$ cat config.mk
export PLATFORM = sky130hd
export DESIGN_NAME = tspc_ctrl
export DESIGN_NICKNAME = d
export VERILOG_FILES = /design/src/tspc_pkg.sv /design/src/tspc_ctrl.sv /design/src/tspc_sync2.sv
export SDC_FILE = /design/constraint.sdc
export NUM_CORES = 1
export LEC_CHECK = 0
export BUFFER_PORTS_ARGS = -buffer_cell sky130_fd_sc_hd__buf_2
export CELL_PAD_IN_SITES_DETAIL_PLACEMENT = 1
export CELL_PAD_IN_SITES_GLOBAL_PLACEMENT = 1
export CORE_UTILIZATION = 42
export DETAILED_ROUTE_END_ITERATION = 8
export HOLD_SLACK_MARGIN = 0.15
export PLACE_DENSITY = 0.85
export SLEW_MARGIN = 10
export SYNTH_ARGS = -nofsm -noshare
export SYNTH_HDL_FRONTEND = slang
export SYNTH_SLANG_ARGS = --single-unit
export TNS_END_PERCENT = 1
$ cat constraint.sdc
create_clock -name sys_clk -period 2.02 [get_ports sys_clk]
set_clock_uncertainty 0.1 [all_clocks]
set_input_delay 0 -clock sys_clk [delete_from_list [all_inputs] [get_ports sys_clk]]
set_output_delay 0 -clock sys_clk [all_outputs]
set_load 0.005 [all_outputs]
$ cat src/tspc_pkg.sv
/*
 * Shared constants of the thermal scan and protection control block:
 * timing figures, derived cycle counts, field widths and reset values.
 * Assumes a single 25 MHz system clock.
 */
package tspc_pkg;

   // ----------------------------------------------------------------
   // timing
   // ----------------------------------------------------------------
   localparam int CLK_PERIOD_NS = 40;
   localparam int SCAN_ON_MS = 5;
   localparam int SCAN_PERIOD_MS = 640;
   localparam int SETTLE_MS = 1;
   localparam int MS_NS = 1000000;
   // one millisecond tick; a least time, so round up
   localparam int MS_TICK_CYC = (MS_NS + CLK_PERIOD_NS - 1) / CLK_PERIOD_NS;
   localparam int SETTLE_CYC = (SETTLE_MS * MS_NS + CLK_PERIOD_NS - 1) / CLK_PERIOD_NS;

   // ----------------------------------------------------------------
   // widths and codes
   // ----------------------------------------------------------------
   localparam int CELL_COUNT = 7;
   localparam int SEL_W = 4;
   localparam logic [SEL_W-1:0] SEL_EXT_TEMP = 4'h8;
   localparam logic [SEL_W-1:0] SEL_RESET = 4'h0;
   localparam logic [CELL_COUNT-1:0] BAL_RESET = 7'h00;
   localparam int DIV_W = 16;
   localparam int SCAN_W = 10;
   localparam logic [SCAN_W-1:0] SCAN_LAST = 10'(SCAN_PERIOD_MS - 1);
   localparam logic [SCAN_W-1:0] SCAN_ON_END = 10'(SCAN_ON_MS);

   typedef struct packed {
      logic [DIV_W-1:0] div;
      logic tick;
      logic [SCAN_W-1:0] scan_ms;
      logic [DIV_W-1:0] settle;
      logic cmp_en;
      logic supply;
      logic chg;
      logic dis;
      logic [CELL_COUNT-1:0] bal;
      logic ld_sw;
      logic ld_flag;
      logic die_flag;
      logic rem_flag;
      logic rem_hot;
      logic shut;
      logic chg_out;
      logic dis_out;
      logic [CELL_COUNT-1:0] bal_out;
      logic [SEL_W-1:0] asel;
   } tspc_state_t;

endpackage

$ cat src/tspc_ctrl.sv
/*
 * Thermal scan and protection control: load monitor switch, periodic
 * thermistor supply scan with settle delay, over-temperature shutdown
 * of the power switches and cell balancing, analog selector.
 * Assumes control bits arrive from serial-port logic on sys_clk and
 * comparator levels arrive from the analog section unsynchronised.
 */
// Behaviour
// - load monitor off after reset; runs only while the enable bit is set
// - load check enable turns on the internal pull-down switch
// - load present flag clears once the divider shows the load released
// - default scan powers thermistor supply 5 ms in every 640 ms
// - wait 1 ms after supply on, then flag low thermistor voltage
// - selector on external temperature holds supply on, compares after settle
// - scan disable stops periodic scan; both scans otherwise coexist
// - supply force holds thermistor supply on over both scans
// - over-temperature opens switches, blocks balancing, sets matching flag
// - during shutdown switches stay off and writes to them are ignored
// - die action disable suppresses shutdown on internal over-temperature
// - remote action disable suppresses shutdown on external over-temperature
// - selector field routes the chosen analog source to the output
// - each balance bit drives one cell balancing switch
// - automatic switch-off also clears both switch control bits
// - any overcurrent or short flag drives thermistor supply high
`timescale 1ns/1ps
module tspc_ctrl #(
   parameter int MS_TICK = tspc_pkg::MS_TICK_CYC,
   parameter int SETTLE = tspc_pkg::SETTLE_CYC
) (
   // clock and reset
   input wire logic sys_clk,
   input wire logic sys_rst,
   // control bits from the serial port
   input wire logic load_check_enable,
   input wire logic auto_scan_disable,
   input wire logic thermistor_supply_force,
   input wire logic die_overheat_action_disable,
   input wire logic remote_overheat_action_disable,
   input wire logic [tspc_pkg::SEL_W-1:0] analog_select_field,
   input wire logic switch_wr,
   input wire logic charge_switch_wdata,
   input wire logic discharge_switch_wdata,
   input wire logic balance_wr,
   input wire logic [tspc_pkg::CELL_COUNT-1:0] balance_wdata,
   input wire logic overheat_flag_clear,
   // overcurrent flags from the protection logic
   input wire logic charge_overcurrent_flag,
   input wire logic discharge_overcurrent_flag,
   input wire logic short_circuit_flag,
   // comparator levels from the analog section
   input wire logic die_hot_in,
   input wire logic thermistor_below_ref_in,
   input wire logic load_divider_high_in,
   // outputs
   output logic thermistor_supply_out,
   output logic load_monitor_switch_on,
   output logic load_present_flag,
   output logic die_overheat_flag,
   output logic remote_overheat_flag,
   output logic charge_switch_ctrl,
   output logic discharge_switch_ctrl,
   output logic charge_switch_on,
   output logic discharge_switch_on,
   output logic [tspc_pkg::CELL_COUNT-1:0] balance_switch_on,
   output logic [tspc_pkg::SEL_W-1:0] analog_route_sel,
   output logic remote_compare_active,
   output logic protect_shutdown
);
   import tspc_pkg::*;

   localparam logic [DIV_W-1:0] TICK_LAST = DIV_W'(MS_TICK - 1);
   localparam logic [DIV_W-1:0] SETTLE_LAST = DIV_W'(SETTLE - 1);

   tspc_state_t s_reg;
   tspc_state_t s_next;
   logic [2:0] cmp_sync;
   logic die_hot;
   logic therm_low;
   logic load_high;
   logic scan_on;
   logic sel_ext;
   logic supply_want;
   logic shut_now;

   tspc_sync2 u_sync (
      .sys_clk(sys_clk),
      .sys_rst(sys_rst),
      .async_in({die_hot_in, thermistor_below_ref_in, load_divider_high_in}),
      .sync_out(cmp_sync)
   );

   assign die_hot = cmp_sync[2];
   assign therm_low = cmp_sync[1];
   assign load_high = cmp_sync[0];

   // ----------------------------------------------------------------
   // next state
   // ----------------------------------------------------------------
   always_comb begin
      s_next = s_reg;
      // millisecond enable pulse
      s_next.tick = 1'b0;
      if (s_reg.div == TICK_LAST) begin
         s_next.div = '0;
         s_next.tick = 1'b1;
      end else begin
         s_next.div = s_reg.div + 1'b1;
      end
      // period position keeps running even when disabled, so re-enabling is cheap
      if (s_reg.tick) begin
         s_next.scan_ms = (s_reg.scan_ms == SCAN_LAST) ? '0 : s_reg.scan_ms + 1'b1;
      end
      scan_on = !auto_scan_disable && (s_reg.scan_ms < SCAN_ON_END);
      sel_ext = (analog_select_field == SEL_EXT_TEMP);
      supply_want = scan_on || sel_ext || thermistor_supply_force
         || charge_overcurrent_flag || discharge_overcurrent_flag || short_circuit_flag;
      s_next.supply = supply_want;
      // settle counts from the first cycle the supply is high
      s_next.cmp_en = 1'b0;
      if (!s_reg.supply) begin
         s_next.settle = '0;
      end else if (s_reg.settle == SETTLE_LAST) begin
         s_next.cmp_en = 1'b1;
      end else begin
         s_next.settle = s_reg.settle + 1'b1;
      end
      // remote temperature state only updates from a settled reading
      if (s_reg.cmp_en) begin
         s_next.rem_hot = therm_low;
      end
      shut_now = (die_hot && !die_overheat_action_disable)
         || (s_reg.rem_hot && !remote_overheat_action_disable);
      s_next.shut = shut_now;
      // switch and balance bits; writes lost while shut down
      if (shut_now) begin
         s_next.chg = 1'b0;
         s_next.dis = 1'b0;
      end else begin
         if (switch_wr) begin
            s_next.chg = charge_switch_wdata;
            s_next.dis = discharge_switch_wdata;
         end
         if (balance_wr) begin
            s_next.bal = balance_wdata;
         end
      end
      s_next.chg_out = s_next.chg && !shut_now;
      s_next.dis_out = s_next.dis && !shut_now;
      s_next.bal_out = shut_now ? '0 : s_next.bal;
      // flags: clear only once recovered, and a new event beats the clear
      if (overheat_flag_clear && !die_hot) begin
         s_next.die_flag = 1'b0;
      end
      if (overheat_flag_clear && !s_reg.rem_hot) begin
         s_next.rem_flag = 1'b0;
      end
      if (die_hot) begin
         s_next.die_flag = 1'b1;
      end
      if (s_reg.rem_hot) begin
         s_next.rem_flag = 1'b1;
      end
      // load monitor
      s_next.ld_sw = load_check_enable;
      s_next.ld_flag = load_check_enable && load_high;
      s_next.asel = analog_select_field;
   end

   // ----------------------------------------------------------------
   // state register
   // ----------------------------------------------------------------
   always_ff @(posedge sys_clk) begin
      if (sys_rst) begin
         s_reg <= '0;
         s_reg.bal <= BAL_RESET;
         s_reg.bal_out <= BAL_RESET;
         s_reg.asel <= SEL_RESET;
      end else begin
         s_reg <= s_next;
      end
   end

   assign thermistor_supply_out = s_reg.supply;
   assign load_monitor_switch_on = s_reg.ld_sw;
   assign load_present_flag = s_reg.ld_flag;
   assign die_overheat_flag = s_reg.die_flag;
   assign remote_overheat_flag = s_reg.rem_flag;
   assign charge_switch_ctrl = s_reg.chg;
   assign discharge_switch_ctrl = s_reg.dis;
   assign charge_switch_on = s_reg.chg_out;
   assign discharge_switch_on = s_reg.dis_out;
   assign balance_switch_on = s_reg.bal_out;
   assign analog_route_sel = s_reg.asel;
   assign remote_compare_active = s_reg.cmp_en;
   assign protect_shutdown = s_reg.shut;
endmodule

$ cat src/tspc_sync2.sv
/*
 * Two-flop synchroniser for the analog comparator levels.
 * Assumes inputs are slow levels with no relation to sys_clk.
 */
`timescale 1ns/1ps
module tspc_sync2 (
   // clock and reset
   input wire logic sys_clk,
   input wire logic sys_rst,
   // levels
   input wire logic [2:0] async_in,
   output logic [2:0] sync_out
);
   typedef struct packed {
      logic [2:0] meta;
      logic [2:0] sync;
   } tspc_sync_state_t;

   tspc_sync_state_t s_reg;
   tspc_sync_state_t s_next;

   // only the second stage is read outside; the first may be metastable
   always_comb begin
      s_next.meta = async_in;
      s_next.sync = s_reg.meta;
   end

   always_ff @(posedge sys_clk) begin
      if (sys_rst) begin
         s_reg <= '0;
      end else begin
         s_reg <= s_next;
      end
   end

   assign sync_out = s_reg.sync;
endmodule
# Word level (Yosys, flattened, before mapping)
# Index checks and enable logic that the tools add are counted.
dict set report totals {
  ff_bits 79
  in_bits 29
}
dict set report op_classes {
  add_sub_neg 3
  n_lt_le_gt_ge 1
  eq_ne 4
  n_mux 11
  bitwise_logic 1
  reduce_logical 25
}
# op n
set op_table {}
lappend op_table {{$add 16x1->16 const B} 2}
lappend op_table {{$eq 16x15->1 const B} 2}
lappend op_table {{$mux 7} 2}
lappend op_table {{$add 10x1->10 const B} 1}
lappend op_table {{$eq 10x10->1 const B} 1}
lappend op_table {{$lt 10x3->1 const B} 1}
lappend op_table {{$mux 10} 1}
lappend op_table {{$logic_and 1x1->1} 8}
lappend op_table {{$logic_not 1->1} 6}
lappend op_table {{$logic_or 1x1->1} 6}
lappend op_table {{$mux 1} 6}
lappend op_table {{$reduce_or 2->1} 3}
lappend op_table {{$eq 4x4->1 const B} 1}
lappend op_table {{$mux 2} 2}
lappend op_table {{$reduce_bool 2->1} 2}
lappend op_table {{$not 1->1} 1}

# Depth between registers and ports, before layout
# Gate-level depths: netlist of the first run.
dict set report depth {
  ltp_word 7
  mapped_depth 6
  depth_no_buf 5
}

# Modules after synthesis
# Synthesis of the first run repeated with hierarchy kept, for this count alone.
dict set report unflattened {
  hier_cells 337
  hier_area_um2 3139.3
}
# mod instances cells_per_inst area_per_inst_um2 seq_area_each_um2
set by_module_without_submodules {}
lappend by_module_without_submodules {tspc_ctrl 1 325 2981.6 1421.4}
lappend by_module_without_submodules {tspc_sync2 1 12 157.7 120.1}

# Worst setup path before layout of the first run
# OpenSTA, ideal clock, no wires.
dict set report synth_timing {
  path_type {register to register}
  startpoint {register s_reg[68] (netlist bit)}
  endpoint {register s_reg[63] (netlist bit)}
  t_arrival_ns 1.624
  t_required_ns 1.805
  path_slack_ns 0.181
  path_stages_with_launch 6
  path_buffers 1
  synth_period_minus_slack_ns 1.839
  path_cell_list {dfxtp_1 > or4_1 > or4_4 > nand2b_4 > buf_8 > nor2_1}
}
dict set report synth_between {
  elab_chain_len 2
}
# element line_no
set synth_rtl {}
lappend synth_rtl {{from (decl)} tspc_ctrl.sv:74} ;# tspc_state_t s_reg;
lappend synth_rtl {{from (signal assigned)} tspc_ctrl.sv:179} ;# s_reg <= s_next;
lappend synth_rtl {{$eq 16x15->1} tspc_ctrl.sv:103} ;# if (s_reg.div == TICK_LAST) begin
lappend synth_rtl {{$reduce_or 2->1 (no source line)} --}
# No other way between the ends.
# A chain may end at the register's enable or synchronous reset.

# Worst setup path in the final report of the first run
dict set report layout_timing {
  startpoint {input analog_select_field[1] (netlist bit)}
  endpoint {register s_reg, in the netlist thermistor_supply_out}
}
dict set report layout_between {
  elab_chain_len 6
}
# element line_no
set layout_rtl {}
lappend layout_rtl {{from (decl)} tspc_ctrl.sv:39} ;# input wire logic [tspc_pkg::SEL_W-1:0] analog_select_field,
lappend layout_rtl {{$eq 4x4->1} tspc_ctrl.sv:114} ;# sel_ext = (analog_select_field == SEL_EXT_TEMP);
lappend layout_rtl {{$logic_or 1x1->1 (2 in a row)} tspc_ctrl.sv:115} ;# supply_want = scan_on || sel_ext || thermistor_supply_force
lappend layout_rtl {{$logic_or 1x1->1 (3 in a row)} tspc_ctrl.sv:116} ;# || charge_overcurrent_flag || discharge_overcurrent_flag || short_circuit_flag;
# No other way between the ends.

==> results of run 1 <==
## metrics by stage
stage / hold WS, ps / power [mW] / instance area [um^2] / setup slack [ps]
2_1_floorplan: -20.90 / 1.719 / 3123 / 181.5
3_3_place_gp: 112.9 / 1.766 / 3381 / 179.6
3_5_place_dp: 117.8 / 1.777 / 3381 / 155.6
4_1_cts: 185.6 / 3.065 / 3925 / 45.58
5_1_grt: 337.9 / 3.199 / 3940 / 30.40
6_report: 291.7 / 3.078 / 3940 / 66.87
## final cells by class
type,count,area (um^2)
clock buffers,10,137.6
clock inverters,6,76.32
fillers,846,3274
inverters,16,60.06
multi-input cells,221,1388
flip-flops and latches,77,1541
well taps,99,123.9
repair buffers,87,613.1
## Yosys cell counts (all sizes together)
library cell / number / share of area, %
nand3: 10 / 1.6
nor3: 9 / 1.4
and2: 1 / 0.20
mux2i: 19 / 6.1
or4: 3 / 0.84
nor4b: 1 / 0.28
a22oi: 1 / 0.24
ha: 4 / 1.6
nor4bb: 1 / 0.32
or3: 3 / 0.60
or4b: 1 / 0.32
nand2b: 3 / 0.84
nor2b: 12 / 2.4
nand2: 12 / 1.4
nor2: 65 / 7.8
a31o: 2 / 0.56
buf: 15 / 3.7
a31oi: 2 / 0.40
a221o: 1 / 0.32
nor4: 11 / 2.2
nand4: 11 / 2.2
xnor2: 26 / 7.3
a21oi: 7 / 1.1
xor2: 6 / 1.7
a41o: 1 / 0.32
inv: 16 / 1.9
o2111ai: 1 / 0.28
and4: 2 / 0.56
and3: 2 / 0.40
clkbuf: 8 / 0.96
dfxtp: 77 / 49
o21ai: 4 / 0.64
## power by group
part,switching (mW),total [mW],leakage [nW],internal [mW]
Sequential,0.0253,1.58,0.627,1.56
Clock,0.633,1.26,0.110,0.629
Combinational,0.110,0.233,0.844,0.123
Total,0.769,3.08,1.58,2.31
## cell usage in the layout, fill, tap and decap left out, types with 11 or more instances in the layout
cell | synthesis | routed
mux2i_1 | 19 | 19
dlygate4sd3_1 | 0 | 32
nand2_1 | 12 | 12
buf_2 | 0 | 50
inv_1 | 16 | 16
nor2b_1 | 12 | 12
nand4_1 | 11 | 11
dfxtp_1 | 77 | 77
nor2_1 | 65 | 65
xnor2_1 | 26 | 26
## per-layer routing
layer / track usage, % / part of all wire (%)
met1: 26.08 / 39
met2: 47.06 / 53
met3: 4.478 / 3.7
met4: 14.22 / 4.0
met5: 0 / 0
## repair_timing
item | in CTS | in global routing
hold buffers | 33 | 0
endpoints found under the hold margin | 36 | 0
gates resized for setup | 0 | 3
setup endpoints to repair | 0 | 2
## worst register-to-register path, stage by stage, from the launching register on
cell,delay (ps)
dfxtp_1,350
or4_1,540
or4_4,550
nand2b_4,190
nor2_1,70
## kinds of logic after synthesis
kind of cell    after synthesis  share of synthesized area, %
simple gates                147                         23.48
mux                          19                         6.090
xor+xnor                     32                         8.974
compound gates               19                         3.886
buf+inv                      39                         6.610
fa+ha+maj                     4                         1.603
flops                        77                         49.36
## path summary, 6_finish.rpt
path,start,endpoint,slack (ps),cells past startpoint
setup / recovery,analog_select_field[1],thermistor_supply_out$_SDFF_PP0_,70,5
hold / removal,die_overheat_action_disable,charge_switch_ctrl$_SDFF_PP0_,290,5
setup reg to reg,s_reg[68]$_SDFF_PP0_,s_reg[67]$_SDFF_PP0_,130,4
hold reg to reg,u_sync.sync_out[0]$_SDFF_PP0_,load_present_flag$_SDFF_PP0_,330,1
==> metrics.md, run 1 <==
| Metric | Value |
|---|---|
| Status | finished, final reports clean |
| Synth warn | 0 |
| Vias in the first global route | 2868 |
| Crit-path cells | dlygate4sd3_1 > buf_2 > or4b_2 > a31oi_1 > dlygate4sd3_1 |
| Post-layout nets | 445 |
| Avg WL per Cell | 17.65 um |
| Die area | 7785 um^2 |
| Delay-heaviest family, CP | buffers and inverters |
| Seq cells post-synth | 77 |
| Antenna Nets Post-Route | 0 |
| Syn_area_per_cell | 9.267 um^2 |
| Final wirelength | 9106 um |
| Crit-path max FO | 2 |
| Clk buf depth | 2 |
| Setup TNS | 0 ps |
| Fin crit share | 96.69% |
| Worst Path Required | 2220 ps |
| Largest net degree at the start of global routing | 21 |
| Max-slew violation count | 0 |
| Synth Instances | 337 |
| Sequential area share after synthesis | 49.36% |
| Final HPWL DP | 4929 um |
| Count of cell types in the netlist | 36 |
| Worst vdd ir | 0.3568 mV |
| Leakage | 1.582 nW |
| Worst-margin pin slew | 464.3 ps |
| Max_cap viols | 0 |
| Antenna diode count | 0 |
| Max Freq | 512.0 MHz |
| # rows | 31 |
| Core area | 7214 um^2 |
| Die X | 88.23 um |
| Layout cells sized above 1 | 18.47% |
| CTS tree | done |
| Gpl congestion | 0.7859 |
| Hold Fails Final Rpt | 0 |
| # clock sinks | 77 |
| Slowest stage cell, crit path | or4b_2 |
| Num CTS Buffers | 9 |
| Via count | 2694 |
| Startpoint Class | primary input |
| Reg clk slew, reported paths | 100 ps |
| Initial antenna violation count | 0 |
| Global-route usage over all layers | 25.04% |
| Fin cells | 516 |
| WS Path Type | primary input to flop |
| Placed Cells incl. Taps | 467 |
| DRT Pass-1 Iters | 4 |
| Post-Syn Area | 3123 um^2 |
| Ports | 51 |
| Pwr dens | 781.1 nW/um^2 |
| Area grow syn2layout | 26.16% |
| Number of flip-flops in the largest register | 51 |
| Initial DRC count | 134 |
| Crit path buf inv count | 3 |
| CP Capture Type | flop |
| Post-route DRC | 0 |
| WP data arrival | 2150 ps |
| CP dominant cell by count | dlygate4sd3_1 |
| H-tree Lvls | 3 |
| Die H | 88.23 um |
| RSZ-0062 raised after global routing | false |
| Fin crit period | 1953 ps |
| Grt ovf | 0 |
| # Post-CTS Setup Buffers | 0 |
| Hold crit path type | primary input to flop |
| Syn nets | 370 |
| Port Buffer Count | 50 |
| Clk Latency, worst-skew pair | 360 ps |
| Max-slew headroom | 68.79% |
| Global-route wire length before repair | 14320 um |
| Routed vias/inst | 5.221 |
| Starting Density | 43.29% |
| Util after Layout | 54.61% |
| Final setup fails | 0 |
| Max incr delay on CP | 680 ps |
| Root Driver | clkbuf_8 |
No activity file was read; power rests on OpenSTA's default activity.
==> inputs of run 2 (changes only) <==
--- a/config.mk
+++ b/config.mk
@@ -8,10 +8,10 @@
 export BUFFER_PORTS_ARGS = -buffer_cell sky130_fd_sc_hd__buf_2
 export CELL_PAD_IN_SITES_DETAIL_PLACEMENT = 1
 export CELL_PAD_IN_SITES_GLOBAL_PLACEMENT = 1
-export CORE_UTILIZATION = 42
+export CORE_UTILIZATION = 45
 export DETAILED_ROUTE_END_ITERATION = 8
 export HOLD_SLACK_MARGIN = 0.15
-export PLACE_DENSITY = 0.85
+export PLACE_DENSITY = 0.9
 export SLEW_MARGIN = 10
 export SYNTH_ARGS = -nofsm -noshare
 export SYNTH_HDL_FRONTEND = slang
==> constraint.sdc (replaced) <==
create_clock -name sys_clk -period 2.45 [get_ports sys_clk]
set_clock_uncertainty 0.1 [all_clocks]
set_input_delay 0 -clock sys_clk [delete_from_list [all_inputs] [get_ports sys_clk]]
set_output_delay 0 -clock sys_clk [all_outputs]
set_load 0.005 [all_outputs]
==> run 2 against run 1 <==
Against the previous run: first-iteration DRC count increased by 28%; utilization up 5.2 points; sequential cell count is the same; sequential share of layout area increased by 0.36 points; clock-buffer cell count fell by 1; die area down 6.5%; worst hold slack worse by 78 ps; global-route usage rose by 5.3 points; largest cell class unchanged; largest power group unchanged.
==> metrics.md, run 2 (synthesized netlist as in run 1, its figures left out) <==
| Metric | Value |
|---|---|
| Grt ovf | 0 (unchanged) |
| Most common cell after layout, fill and taps aside | dfxtp_1 |
| DRT Pass-1 Iters | 4 (unchanged) |
| Worst-margin pin slew | 644.3 ps (+180.1 ps) |
| Largest net degree at the start of global routing | 34 (+62%) |
| Worst reg2reg setup slack | 450 ps (+320 ps) |
| Fillers | 722 (-15%) |
| Worst Path Required | 2630 ps (+410 ps) |
| H-tree Lvls | 3 (unchanged) |
| Pwr dens | 648.4 nW/um^2 (-17%) |
| # Post-CTS Setup Buffers | 0 (unchanged) |
| Gpl congestion | 0.7785 (-0.94%) |
| Global-route wire length before repair | 16500 um (+15%) |
| Initial DRC count | 171 (+28%) |
| Layout cells sized above 1 | 17.46% (-1.0 points) |
| CTS resizes | 0 (unchanged) |
| Setup TNS | 0 ps (unchanged) |
| Final wirelength | 10200 um (+12%) |
| Number of flip-flops in the largest register | 51 (unchanged) |
| Initial antenna violation count | 0 (unchanged) |
| Ports | 51 (unchanged) |
| Fin crit period | 2065 ps |
| CP Capture Type | flop |
| Clk buf depth | 2 (unchanged) |
| Die H | 85.31 um (-3.3%) |
| Placed Cells incl. Taps | 443 (-5.1%) |
| Finished Cell Area | 3904 um^2 (-0.92%) |
| Post-route DRC | 0 (unchanged) |
| WP data arrival | 2240 ps (+90 ps) |
| Die area | 7277 um^2 (-6.5%) |
| Critical path startpoint | balance_wr |
| Max Freq | 484.3 MHz |
| Worst r2r src | s_reg[68]$_SDFF_PP0_ |
| Status | finished, final reports clean |
| Reg area | 1541 um^2 (unchanged) |
| Vias in the first global route | 3145 (+9.7%) |
| Routed vias/inst | 5.640 (+8.0%) |
| R2R depth | 4 (unchanged) |
| WS Path Type | primary input to flop |
| Area grow syn2layout | 25.00% |
| RSZ-0062 raised after global routing | false |
| Reg2reg end | s_reg[65]$_SDFF_PP0_ |
| Total power | 2.531 mW (-18%) |
| Max-slew violation count | 0 (unchanged) |
| Hold Fails Final Rpt | 0 (unchanged) |
| Final setup fails | 0 (unchanged) |
| Reg clk slew, reported paths | 110 ps (about the same) |
| Fin crit share | 84.28% |
| Startpoint Class | primary input |
| Core area | 6531 um^2 (-9.5%) |
| Commonest cells after routing, fill and taps aside | 77 x dfxtp_1, 65 x nor2_1, 50 x buf_2, 36 x dlygate4sd3_1, 26 x xnor2_1 |
| Antenna Nets Post-Route | 0 (unchanged) |
| Clk Latency, worst-skew pair | 380 ps (+20 ps) |
| Antenna diode count | 0 (unchanged) |
| Multi-input logic area | 1375 um^2 (-0.90%) |
| Hold crit path type | primary input to flop |
| Leakage | 1.575 nW (-0.40%) |
| Fin cells | 495 (-4.1%) |
| WHS Path Cells | 5 (unchanged) |
| Die X | 85.31 um (-3.3%) |
| Starting Density | 47.82% (+4.5 points) |
| # clock sinks | 77 (unchanged) |
| CTS tree | done |
| Max-slew headroom | 57.04% (-12 points) |
| Post-layout nets | 446 (+0.22%) |
| Global-route usage over all layers | 30.32% (+5.3 points) |
| Worst vdd ir | 0.2897 mV (-19%) |
| Placed cell area | 3338 um^2 (-1.3%) |
| Port Buffer Count | 50 (unchanged) |
| Max_cap viols | 0 (unchanged) |
| Worst hold start | die_overheat_action_disable |
| Num CTS Buffers | 9 (unchanged) |
| WHS Endpoint | balance_switch_on[6]$_SDFF_PP0_ |
| Avg WL per Cell | 20.60 um (+17%) |
| Final HPWL DP | 4814 um (-2.3%) |
| # rows | 29 (-6.5%) |
| Crit-path max FO | 8 (+6) |
| Via count | 2792 (+3.6%) |
| Root Driver | clkbuf_8 |
==> run 2: power breakdown <==
part	total, mW	switching, mW	internal [mW]
sequential	1.30	0.0210	1.28
combinational	0.193	0.0931	0.0999
clock	1.03	0.548	0.485
total	2.53	0.662	1.87
==> run 2: per-layer routing <==
metal	GRT usage (%)	wire, um	vias to the layer above
met3	6.518	436	48
met5	0	0	-
met2	56.30	5387	111
met4	17.27	518	0
met1	31.52	3857	1354
li1	-	-	1279
==> run 2: repair_timing <==
item / CTS / global route
hold buffers: 36 / 0
endpoints found under the setup margin: 0 / 0
hold endpoints to repair: 39 / 0
==> run 2: cell type report <==
type | instances | share of cell area (%)
multi-input cells | 221 | 35.22
flip-flops and latches | 77 | 39.49
inverters | 16 | 1.538
clock buffers | 9 | 3.173
well taps | 77 | 2.468
repair buffers | 88 | 16.03
clock inverters | 7 | 2.083
==> run 2: worst max-delay path: stages <==
cell and delay [ps]:
dlygate4sd3_1 540, buf_2 250, inv_1 110, a221o_1 460, mux2i_1 260, nor2_1 50
dlygate4sd3_1 570
==> run 2: stage by stage <==
stage / hold WS (ps) / worst slack (ps) / util [%]
global placement: 114.1 / 613.7 / 51.11
finish: 213.8 / 385.1 / 59.77
floorplan: -20.90 / 611.5 / -
detailed placement: 123.7 / 561.0 / 51.11
CTS: 198.0 / 474.4 / 59.77
global route: 248.7 / 306.1 / 59.77
==> run 2: worst max path at each step <==
stage                                 to  slack (ps)  cells after the start
global route        s_reg[21]$_SDFF_PP0_         310                      7
global placement    s_reg[63]$_SDFF_PP0_         610                      4
detailed placement  s_reg[66]$_SDFF_PP0_         560                      4
CTS                 s_reg[21]$_SDFF_PP0_         470                      7
finish              s_reg[21]$_SDFF_PP0_         390                      7
floorplan           s_reg[63]$_SDFF_PP0_         610                      5
